$ cat config.mk
export PLATFORM = sky130hd
export DESIGN_NAME = rcr_top
export DESIGN_NICKNAME = d
export VERILOG_FILES = /design/src/verilog/rcr_pkg.sv /design/src/verilog/rcr_top.sv
export VERILOG_INCLUDE_DIRS = /design/src /design/src/verilog
export SDC_FILE = /design/constraint.sdc
export NUM_CORES = 1
export LEC_CHECK = 0
export BUFFER_PORTS_ARGS = -buffer_cell sky130_fd_sc_hd__buf_2
export CAP_MARGIN = 15
export CELL_PAD_IN_SITES_DETAIL_PLACEMENT = 0
export CELL_PAD_IN_SITES_GLOBAL_PLACEMENT = 1
export CORE_MARGIN = 8
export CORE_UTILIZATION = 33
export CTS_CLUSTER_SIZE = 16
export DETAILED_ROUTE_END_ITERATION = 6
export PLACE_DENSITY = 0.85
export SETUP_SLACK_MARGIN = 0.3
export SKIP_CTS_REPAIR_TIMING = 1
export SKIP_LAST_GASP = 1
export SLEW_MARGIN = 10
export SYNTH_ARGS = -nofsm -noshare
export SYNTH_HDL_FRONTEND = slang
export SYNTH_SLANG_ARGS = --single-unit
$ cat constraint.sdc
create_clock -name sys_clk -period 3.4 [get_ports sys_clk]
set_clock_uncertainty 0.1 [all_clocks]
set_input_delay 0.51 -clock sys_clk [delete_from_list [all_inputs] [get_ports sys_clk]]
set_output_delay 0.51 -clock sys_clk [all_outputs]
set_load 0.03 [all_outputs]
$ cat src/verilog/rcr_map.svh
`ifndef RCR_MAP_SVH
`define RCR_MAP_SVH
// register index of the reset-cause status word
`define RCR_ADDR_STATUS   4'h0
// register index of the working-register initialised map (read only)
`define RCR_ADDR_WINIT    4'h1
// reset-cause bit positions
`define RCR_BIT_TRAP      15
`define RCR_BIT_ILLEGAL   14
`define RCR_BIT_CFGMIS    9
`define RCR_BIT_EXTPIN    7
`define RCR_BIT_SWRST     6
`define RCR_BIT_WDT       4
`define RCR_BIT_SLEEP     3
`define RCR_BIT_IDLE      2
`define RCR_BIT_BROWNOUT  1
`define RCR_BIT_POWERON   0
// implemented bits of the status word
`define RCR_IMPL_MASK     16'hC2DF
// illegal opcode upper byte
`define RCR_ILLEGAL_OP    8'h3F
// restart address
`define RCR_RESET_PC      24'h000000
`endif

$ cat src/verilog/rcr_pkg.sv
package rcr_pkg;
    // fault and instruction events reported by the core, one-cycle pulses
    typedef struct packed {
        logic trap_conflict;
        logic cfg_mismatch;
        logic sw_reset;
        logic wdt_timeout;
        logic power_save_instruction_sleep;
        logic power_save_instruction_idle;
        logic wdt_clear;
    } rcr_evt_t;
    // pointer use by the core
    typedef struct packed {
        logic       valid;
        logic [3:0] index;
    } rcr_ptr_t;
    // flow change towards a target address
    typedef struct packed {
        logic        program_flow_change;
        logic        vector_flow_change;
        logic [23:0] target;
    } rcr_flow_t;
    // reset sequencer state
    typedef enum logic [1:0] {
        RCR_RUN,
        RCR_HOLD
    } rcr_state_t;
endpackage : rcr_pkg

$ cat src/verilog/rcr_top.sv
`timescale 1ns/10ps
`include "rcr_map.svh"
module rcr_top
    import rcr_pkg::*;
#(
    parameter logic [23:0] PROT_LO = 24'h000200, // start of restricted range
    parameter logic [23:0] PROT_HI = 24'h0003FF  // end of restricted range
) (
    input  wire logic        sys_clk,
    input  wire logic        rstn,
    input  wire logic        por_n,
    input  wire logic        bor_n,
    input  wire logic        master_clear_pin,
    input  wire logic        fetch_valid,
    input  wire logic [23:0] fetch_word,
    input  wire rcr_evt_t    core_evt,
    input  wire rcr_ptr_t    ptr_use,
    input  wire logic        wreg_wr,
    input  wire logic [3:0]  wreg_wr_idx,
    input  wire rcr_flow_t   flow,
    input  wire logic [3:0]  reg_addr,
    input  wire logic [15:0] reg_wdata,
    input  wire logic        reg_wr,
    input  wire logic        reg_rd,
    output logic      [15:0] reg_rdata,
    output logic             sys_reset,
    output logic             cold_reset,
    output logic      [23:0] pc_force,
    output logic             pc_load,
    output logic      [14:0] wreg_init
);

    // pin synchronisers, first stage read only by second
    logic [1:0] por_sync_ff;
    logic [1:0] bor_sync_ff;
    logic [1:0] master_clear_pin_sync_ff;
    always_ff @(posedge sys_clk or negedge rstn) begin
        if (!rstn) begin
            por_sync_ff  <= 2'h0;
            bor_sync_ff  <= 2'h0;
            master_clear_pin_sync_ff <= 2'h3;
        end else begin
            por_sync_ff  <= {por_sync_ff[0], por_n};
            bor_sync_ff  <= {bor_sync_ff[0], bor_n};
            master_clear_pin_sync_ff <= {master_clear_pin_sync_ff[0], master_clear_pin};
        end
    end

    // synchronised reset requests, active high
    wire por_req  = ~por_sync_ff[1];
    wire bor_req  = ~bor_sync_ff[1];
    wire pin_req  = ~master_clear_pin_sync_ff[1];
    wire cold_req = por_req | bor_req;

    // instruction is illegal when upper byte is the marker
    function automatic logic is_illegal(input logic [23:0] w);
        is_illegal = (w[23:16] == `RCR_ILLEGAL_OP);
    endfunction : is_illegal

    // target inside restricted protected range
    function automatic logic is_restricted(input logic [23:0] a);
        is_restricted = (a >= PROT_LO) && (a <= PROT_HI);
    endfunction : is_restricted

    // working-register initialised map, bit i for register i (stack pointer excluded)
    logic [14:0] winit_ff;
    logic [14:0] nxt_winit;

    wire illegal_op  = fetch_valid & is_illegal(fetch_word);
    wire uninit_ptr  = ptr_use.valid & (ptr_use.index != 4'hF)
                     & ~winit_ff[ptr_use.index[3:0]];
    wire flow_any    = flow.program_flow_change | flow.vector_flow_change;
    wire security    = flow_any & is_restricted(flow.target);
    wire illegal_any = illegal_op | uninit_ptr | security;

    // warm reset sources; register writes are not among them
    wire warm_req = illegal_any | core_evt.trap_conflict | core_evt.cfg_mismatch
                  | core_evt.sw_reset | core_evt.wdt_timeout | pin_req;
    wire any_req  = warm_req | cold_req;

    // register bus decode
    wire wr_status = reg_wr & (reg_addr == `RCR_ADDR_STATUS);

    // reset-cause flags
    logic [15:0] cause_ff;
    logic [15:0] hw_set;
    logic [15:0] hw_clr;
    logic [15:0] nxt_cause;

    // hardware set vector, every simultaneous cause recorded
    always_comb begin
        hw_set = 16'h0000;
        hw_set[`RCR_BIT_TRAP]     = core_evt.trap_conflict;
        hw_set[`RCR_BIT_ILLEGAL]  = illegal_any;
        hw_set[`RCR_BIT_CFGMIS]   = core_evt.cfg_mismatch;
        hw_set[`RCR_BIT_EXTPIN]   = pin_req;
        hw_set[`RCR_BIT_SWRST]    = core_evt.sw_reset;
        hw_set[`RCR_BIT_WDT]      = core_evt.wdt_timeout;
        hw_set[`RCR_BIT_SLEEP]    = core_evt.power_save_instruction_sleep;
        hw_set[`RCR_BIT_IDLE]     = core_evt.power_save_instruction_idle;
        hw_set[`RCR_BIT_BROWNOUT] = cold_req;
        hw_set[`RCR_BIT_POWERON]  = por_req;
    end

    // hardware clear vector
    always_comb begin
        hw_clr = 16'h0000;
        if (cold_req) begin
            // cold reset wipes all flags, the pin flag only on power-on
            hw_clr = `RCR_IMPL_MASK;
            hw_clr[`RCR_BIT_EXTPIN] = por_req;
        end
        if (core_evt.power_save_instruction_sleep | core_evt.power_save_instruction_idle | core_evt.wdt_clear) begin
            hw_clr[`RCR_BIT_WDT] = 1'b1;
        end
    end

    // software writes first, then hardware clear, then hardware set wins
    always_comb begin
        nxt_cause = cause_ff;
        if (wr_status) begin
            nxt_cause = reg_wdata & `RCR_IMPL_MASK;
        end
        nxt_cause = (nxt_cause & ~hw_clr) | hw_set;
    end

    // flags survive warm resets; asynchronous reset presets power state, as a power-on request also sets it (brown-out sets bit 1 only)
    always_ff @(posedge sys_clk or negedge rstn) begin
        if (!rstn) begin
            cause_ff <= 16'h0003;
        end else begin
            cause_ff <= nxt_cause;
        end
    end

    // initialised map: any reset clears, write marks
    always_comb begin
        nxt_winit = winit_ff;
        if (wreg_wr && wreg_wr_idx != 4'hF) begin
            nxt_winit[wreg_wr_idx] = 1'b1;
        end
        if (any_req) begin
            nxt_winit = 15'h0000;
        end
    end

    always_ff @(posedge sys_clk or negedge rstn) begin
        if (!rstn) begin
            winit_ff <= 15'h0000;
        end else begin
            winit_ff <= nxt_winit;
        end
    end

    // reset sequencer: hold while any request stands, then restart at zero
    rcr_state_t state_ff;
    rcr_state_t nxt_state;
    always_comb begin
        case (state_ff)
            RCR_RUN:  nxt_state = any_req ? RCR_HOLD : RCR_RUN;
            RCR_HOLD: nxt_state = any_req ? RCR_HOLD : RCR_RUN;
            default:  nxt_state = RCR_HOLD;
        endcase
    end

    logic sys_reset_ff;
    logic cold_ff;
    logic pc_load_ff;
    always_ff @(posedge sys_clk or negedge rstn) begin
        if (!rstn) begin
            state_ff     <= RCR_HOLD;
            sys_reset_ff <= 1'b1;
            cold_ff      <= 1'b1;
            pc_load_ff   <= 1'b0;
        end else begin
            state_ff     <= nxt_state;
            sys_reset_ff <= any_req;
            cold_ff      <= cold_req;
            // pc load on the release edge of the hold
            pc_load_ff   <= (state_ff == RCR_HOLD) && !any_req;
        end
    end

    // read data register, one cycle after strobe
    logic [15:0] rdata_ff;
    wire  [15:0] rd_mux = (reg_addr == `RCR_ADDR_STATUS) ? cause_ff :
                          (reg_addr == `RCR_ADDR_WINIT)  ? {1'b0, winit_ff} : 16'h0000;
    always_ff @(posedge sys_clk or negedge rstn) begin
        if (!rstn) begin
            rdata_ff <= 16'h0000;
        end else begin
            rdata_ff <= reg_rd ? rd_mux : 16'h0000;
        end
    end

    assign reg_rdata  = rdata_ff;
    assign sys_reset  = sys_reset_ff;
    assign cold_reset = cold_ff;
    assign pc_force   = `RCR_RESET_PC;
    assign pc_load    = pc_load_ff;
    assign wreg_init  = winit_ff;
endmodule : rcr_top

==> reports/metrics.yaml, run 1 <==
route:
  drt_iter0_markers: 145
  viasPerCell: 4.71
  route.detailed.drc: 0
  ant_nets: 0
  detail_route.wl_per_cell_um: 15.2
  drtPass1Iterations: 4
  dr_total_vias: 1972
  drt-total-wl_mm: 6.37
logic_synthesis:
  yosysUniqueCellTypes: 36
  syn_inst: 221
  syn-cell-area_mm2: 0.00243
  seq_cells_post_synth: 50
  seq_area_frac_synth_pct: 51.7
  yosysWarnings: 0
  synthesis.area_per_instance_um2: 11.0
clocking:
  cts_root_buffer: "sky130_fd_sc_hd__clkbuf_8"
  tritoncts.num_buffers: 5
  cts.sink_count: 50
  clock_latency_ns: 0.30
  cts-htree-levels: 2
  cts_tree: "done"
  cts.reportedPaths.clkPinSlew_ns: 0.09
  clk_buf_depth: 2
timing:
  timing.final.crit_period_ns: 2.20
  final_min_period_over_clock_period_pct: 64.8
  max_freq_ghz: 0.454
  timing.setup.tns_ns: 0
  grt_setup_unrepaired: "no"
  final-hold-violation-count: 0
  finalSetupViolCount: 0
  whs_ns: 0.113
  report.final.slew_viol_count: 0
  slew_headroom_pct: 58.5
  worstMarginPinSlew_ns: 0.622
  setup_ws_ns: 1.20
critical_path:
  critical_path_arrival_ns: 2.31
  crit_path_cell_trace: "or3b_2 > nor4_4 > buf_4 > or4b_2"
  crit_cells: 4
  cp_max_fo: 17
  crit_path_start_kind: "flop"
  rr_worst_depth: 4
  timing.setup.critical_path_class: "flop to flop"
  cp_top_family: "simple AND/OR/NAND/NOR gates"
  worst_ep_required_time_ns: 3.51
  cp_num_buf_inv: 1
  timing.critical_path.slowest_stage_cell: "sky130_fd_sc_hd__or4b_2"
  end_kind: "flop"
  max_stage_delay_ns: 0.60
floorplan:
  coreArea_mm2: 0.00721
  die_width_um: 102
  number_of_placement_rows: 31
  design.portCount: 153
  effective_utilization_at_floorplan_pct: 33.7
  die_y_um: 102
  floorplan.die_area_mm2: 0.0104
global_routing:
  via_count_of_the_first_global_routing_pass: 2105
  antenna_violations_before_repair: 0
  maximum_number_of_pins_on_one_net_before_global_route_repair: 51
  grt_overflow_total: 0
  grt_pass1_wl_mm: 10.2
  global_route.usage.total_pct: 12.5
power:
  power_density_mw_per_mm2: 379
  p_total_uw: 1150
  irDropWorstVdd_mv: 0.141
  power.static_leakage_uw: 0.00159
finish:
  num_antenna_cells: 0
  final_common_cell: "sky130_fd_sc_hd__buf_2"
  final_core_util_pct: 42.1
  n_fill_cell: 737
  flow.area_growth_from_synthesis_pct: 24.8
  post_route_cells_drive_above_1_share_pct: 39.1
  design.final.nets: 414
  layout.cells.most_common_list: "sky130_fd_sc_hd__buf_2, sky130_fd_sc_hd__dfrtp_1, sky130_fd_sc_hd__conb_1, sky130_fd_sc_hd__nor4_1, sky130_fd_sc_hd__mux2i_1"
outcome:
  status: "finished, final reports clean"
hold_path:
  hold_path_class: "input pin to async pin"
placed_design:
  place_ws_ns: 0.941
  portBuffers: 97
  final_weighted_congestion_in_routability_driven_placement: 0.786
  place_hpwl_mm: 5.05
job:
  max_cap_viol_count: 0
[synth_stat cells, drive strengths merged]
| master | number | area [um2] |
|---|---|---|
| dfrtp | 44 | 1100 |
| buf | 31 | 225 |
| nor4 | 23 | 159 |
| mux2i | 20 | 200 |
| o21ai | 18 | 90.1 |
| nor2 | 16 | 60.1 |
| nor3 | 11 | 55.1 |
| and3 | 6 | 37.5 |
| dfstp | 6 | 158 |
| o21bai | 6 | 45.0 |
| inv | 5 | 18.8 |
| nand2 | 5 | 18.8 |
| nand2b | 4 | 25.0 |
| clkbuf | 3 | 11.3 |
| mux2 | 2 | 22.5 |
| mux4 | 2 | 45.0 |
| nand3 | 2 | 10.0 |
| nand3b | 2 | 15.0 |
| nor3b | 2 | 15.0 |
| a2111o | 1 | 11.3 |
| a2111oi | 1 | 27.5 |
| a21oi | 1 | 5.00 |
| a31o | 1 | 8.76 |
| and2 | 1 | 6.26 |
| conb | 1 | 3.75 |
| nand4 | 1 | 6.26 |
| nand4b | 1 | 8.76 |
| o2111ai | 1 | 8.76 |
| o211ai | 1 | 7.51 |
| or2b | 1 | 7.51 |
| or3b | 1 | 8.76 |
| or4b | 1 | 10.0 |
[where the power goes]
| part | total (uW) | switching, uW | leakage [uW] | internal (uW) |
|---|---|---|---|---|
| Clock | 381 | 194 | 0.0000544 | 187 |
| Combinational | 153 | 101 | 0.000890 | 52.5 |
| Sequential | 616 | 6.71 | 0.000647 | 610 |
[per-stage QoR]
stage               std cells  cell area [um2]
finish                    419             3040
global route              419             3040
CTS                       419             3030
detailed placement        411             2930
global placement          411             2930
floorplan                 244             2520
[state kept, by name, indices dropped and copies added, names as in the netlist]
name                      flops
por_sync_ff                   2
wreg_init                    15
cold_reset                    1
pc_load                       1
bor_sync_ff                   2
reg_rdata                    16
cause_ff                     10
master_clear_pin_sync_ff      2
state_ff                      1
[kinds of logic (layout without fill, tap and decap cells)]
family / count (synthesis) / in the layout / share of synthesized area, %
mux: 24 / 24 / 11.0
buf+inv: 39 / 115 / 10.5
simple gates: 77 / 77 / 18.2
flops: 50 / 50 / 51.7
compound gates: 30 / 30 / 8.38
other cells: 1 / 24 / 0.154
[cell type report]
class                   instances  area (um2)  area share [%]
clock inverters                 1        8.76           0.288
repair buffers                102         526            17.3
well taps                      99         124            4.08
flip-flops and latches         50        1260            41.5
clock buffers                   7        96.3            3.17
inverters                       5        18.8           0.618
multi-input cells             155        1000            33.1
[metal layers]
| metal | GRT usage (%) | up-vias | part of all wire [%] |
|---|---|---|---|
| li1 | - | 953 | - |
| met1 | 15.5 | 923 | 43 |
| met2 | 19.4 | 89 | 45 |
| met3 | 4.29 | 7 | 10 |
| met4 | 5.08 | 0 | 1.6 |
| met5 | 0 | - | 0 |
[final timing paths]
kind | startpoint | slack [ns] | end
min in group sys_clk | master_clear_pin | 0.20 | master_clear_pin_sync_ff[0]$_DFF_PN1_
max | master_clear_pin_sync_ff[1]$_DFF_PN1_ | 1.20 | state_ff[0]$_DFF_PN1_
max reg2reg | master_clear_pin_sync_ff[1]$_DFF_PN1_ | 1.20 | state_ff[0]$_DFF_PN1_
min | rstn | 0.11 | cause_ff[15]$_DFF_PN0_
max in group asynchronous | rstn | 2.66 | wreg_init[10]$_DFFE_PN0P_
min reg2reg | master_clear_pin_sync_ff[0]$_DFF_PN1_ | 0.26 | master_clear_pin_sync_ff[1]$_DFF_PN1_
Note: power is estimated with default switching activity, not from simulation.
==> inputs of run 2 (changes only) <==
ABC_AREA = 1   (was default)
CORE_UTILIZATION = 27   (was 33)
PLACE_DENSITY = 0.77   (was 0.85)
clock period = 1.9 ns   (was 3.4 ns; I/O delays follow)
==> run 2 against run 1 <==
Final area up 4.1%; largest cell class unchanged; flip-flop and latch count unchanged; synthesized area down 1.1%; total power up 83%.
==> reports/metrics.yaml, run 2 <==
outcome:
  status: "finished, final reports clean"
finish:
  final_core_util_pct: 36.4
  post_route_cells_drive_above_1_share_pct: 36.5
  n_fill_cell: 913
  final_common_cell: "sky130_fd_sc_hd__buf_2"
  num_antenna_cells: 0
  seq_area_mm2: 0.00126
  max_ffs_per_register: 16
  layout.cells.most_common_list: "sky130_fd_sc_hd__buf_2, sky130_fd_sc_hd__dfrtp_1, sky130_fd_sc_hd__inv_1, sky130_fd_sc_hd__nor2_1, sky130_fd_sc_hd__nand2_1"
  multi_input_comb_area_um2: 866
  design.final.nets: 478
  flow.area_growth_from_synthesis_pct: 31.4
floorplan:
  die_y_um: 110
  coreArea_mm2: 0.00868
  die_width_um: 110
  design.portCount: 153
  number_of_placement_rows: 34
  floorplan.die_area_mm2: 0.0122
  effective_utilization_at_floorplan_pct: 27.7
route:
  detail_route.wl_per_cell_um: 13.9
  drtPass1Iterations: 4
  drt_iter0_markers: 99
  dr_total_vias: 2101
  ant_nets: 0
  viasPerCell: 4.27
  route.detailed.drc: 0
  drt-total-wl_mm: 6.82
logic_synthesis:
  post-synth-top-area-fraction_pct: 45.8
  async_reset_ff_share_pct: 100
  synth_compound_area_share_pct: 10.2
  yosysWarnings: 0
  post_synthesis_cell_type_with_the_largest_combined_area: "sky130_fd_sc_hd__dfrtp_1"
  syn_inst: 269
  dominantRegCellSynth: "sky130_fd_sc_hd__dfrtp_1"
  synth.most_common_cell: "sky130_fd_sc_hd__dfrtp_1"
  synth_simple_gate_area_share_pct: 21.8
  synthTopCellsByArea: "sky130_fd_sc_hd__dfrtp_1, sky130_fd_sc_hd__buf_4, sky130_fd_sc_hd__dfstp_2"
  syn-cell-area_mm2: 0.00241
  synth_xor_area_share_pct: 0
  synth_top_cells_by_count: "sky130_fd_sc_hd__dfrtp_1, sky130_fd_sc_hd__inv_1, sky130_fd_sc_hd__nor2_1"
  yosysUniqueCellTypes: 33
  synth.mux.area_fraction_pct: 0
  synthAdderAreaFrac_pct: 0
  seq_area_frac_synth_pct: 52.3
  synthesis.area_per_instance_um2: 8.94
  synth_top_family_by_area: "simple AND/OR/NAND/NOR gates"
  count_of_flip_flops_with_a_built_in_enable_after_synthesis: 0
  seq_cells_post_synth: 50
timing:
  max_freq_ghz: 0.661
  finalSetupViolCount: 0
  timing.setup.tns_ns: 0
  final-hold-violation-count: 0
  report.final.slew_viol_count: 0
  final_min_period_over_clock_period_pct: 79.7
  timing.final.crit_period_ns: 1.51
  grt_setup_unrepaired: "no"
power:
  irDropWorstVdd_mv: 0.289
  power.static_leakage_uw: 0.00169
  power_density_mw_per_mm2: 664
global_routing:
  grt_overflow_total: 0
  grt_pass1_wl_mm: 11.1
  via_count_of_the_first_global_routing_pass: 2311
  antenna_violations_before_repair: 0
  global_route.usage.total_pct: 10.8
  maximum_number_of_pins_on_one_net_before_global_route_repair: 27
clocking:
  cts-htree-levels: 2
  tritoncts.num_buffers: 5
  clock_latency_ns: 0.29
  cts_tree: "done"
  cts.reportedPaths.clkPinSlew_ns: 0.09
  clk_buf_depth: 2
  cts_root_buffer: "sky130_fd_sc_hd__clkbuf_8"
  cts.sink_count: 50
job:
  max_cap_viol_count: 0
placed_design:
  portBuffers: 97
  place_hpwl_mm: 5.57
  final_weighted_congestion_in_routability_driven_placement: 0.839
critical_path:
  cp_max_fo: 8
  worst_ep_required_time_ns: 1.99
  end_kind: "flop"
  timing.setup.critical_path_class: "flop to flop"
  critical_path_arrival_ns: 1.60
  crit_path_start_kind: "flop"
  rr_worst_depth: 9
hold_path:
  hold_path_depth: 3
  hold_path_class: "input pin to flop"
-- run 2: worst paths after layout --
path	startpoint	to	slack (ns)
setup / recovery	wreg_init[9]$_DFFE_PN0P_	wreg_init[14]$_DFFE_PN0P_	0.39
hold / removal	reg_wdata[1]	cause_ff[1]$_DFF_PN1_	0.10
setup reg to reg	wreg_init[9]$_DFFE_PN0P_	wreg_init[14]$_DFFE_PN0P_	0.39
hold reg to reg	por_sync_ff[0]$_DFF_PN0_	por_sync_ff[1]$_DFF_PN0_	0.26
max in group asynchronous	rstn	cause_ff[1]$_DFF_PN1_	0.92
min in group asynchronous	rstn	pc_load$_DFF_PN0_	0.28
-- run 2: power by group --
part	leakage [uW]	switching, uW	total, uW	internal (uW)
Clock	0.0000575	341	709	368
Combinational	0.000983	188	288	99.6
Sequential	0.000647	11.2	1100	1090
Total	0.00169	541	2100	1560
-- run 2: stage by stage --
step / hold slack [ns] / setup slack (ns) / cells / area, um2 / total power (uW)
after floorplan: -0.111 / 0.434 / 292 / 2490 / 1310
after global placement: 0.0689 / 0.273 / 473 / 2940 / 1390
after detailed placement: 0.0733 / 0.219 / 473 / 2940 / 1400
after CTS: -0.256 / 0.291 / 481 / 3050 / 2120
after global routing: 0.0850 / 0.294 / 492 / 3160 / 2220
final: 0.102 / 0.386 / 492 / 3160 / 2100
-- run 2: final cells by class --
type | instances | area share, %
multi-input combinational | 173 | 27.4
clock buffer | 8 | 3.48
tap | 108 | 4.27
sequential | 50 | 39.8
timing repair buffer | 112 | 19.9
inverter | 41 | 5.18
-- run 2: worst max-delay path, cell delays in order (launching register included) --
cell                      delay, ns
sky130_fd_sc_hd__dfrtp_1       0.42
sky130_fd_sc_hd__inv_1         0.11
sky130_fd_sc_hd__nand2_1       0.06
sky130_fd_sc_hd__nand3_1       0.09
sky130_fd_sc_hd__nand3_1       0.07
sky130_fd_sc_hd__nand3_1       0.08
sky130_fd_sc_hd__nand3_2       0.13
sky130_fd_sc_hd__nand3_4       0.13
sky130_fd_sc_hd__buf_6         0.16
sky130_fd_sc_hd__nor2_1        0.05
-- run 2: cell families (layout without fill, tap and decap cells) --
kind of cell	count (synthesis)	in the layout
compound gates	42	42
buf+inv	69	161
flops	50	50
other cells	1	24
simple gates	107	107
-- run 2: routing by layer --
layer  vias up  share of wire (%)  track usage [%]
met1       969                 43             12.8
met4         0                1.2             3.24
met2        87                 49             18.2
met5         -                  0                0
li1       1037                  -                -
met3         8                7.1             3.46
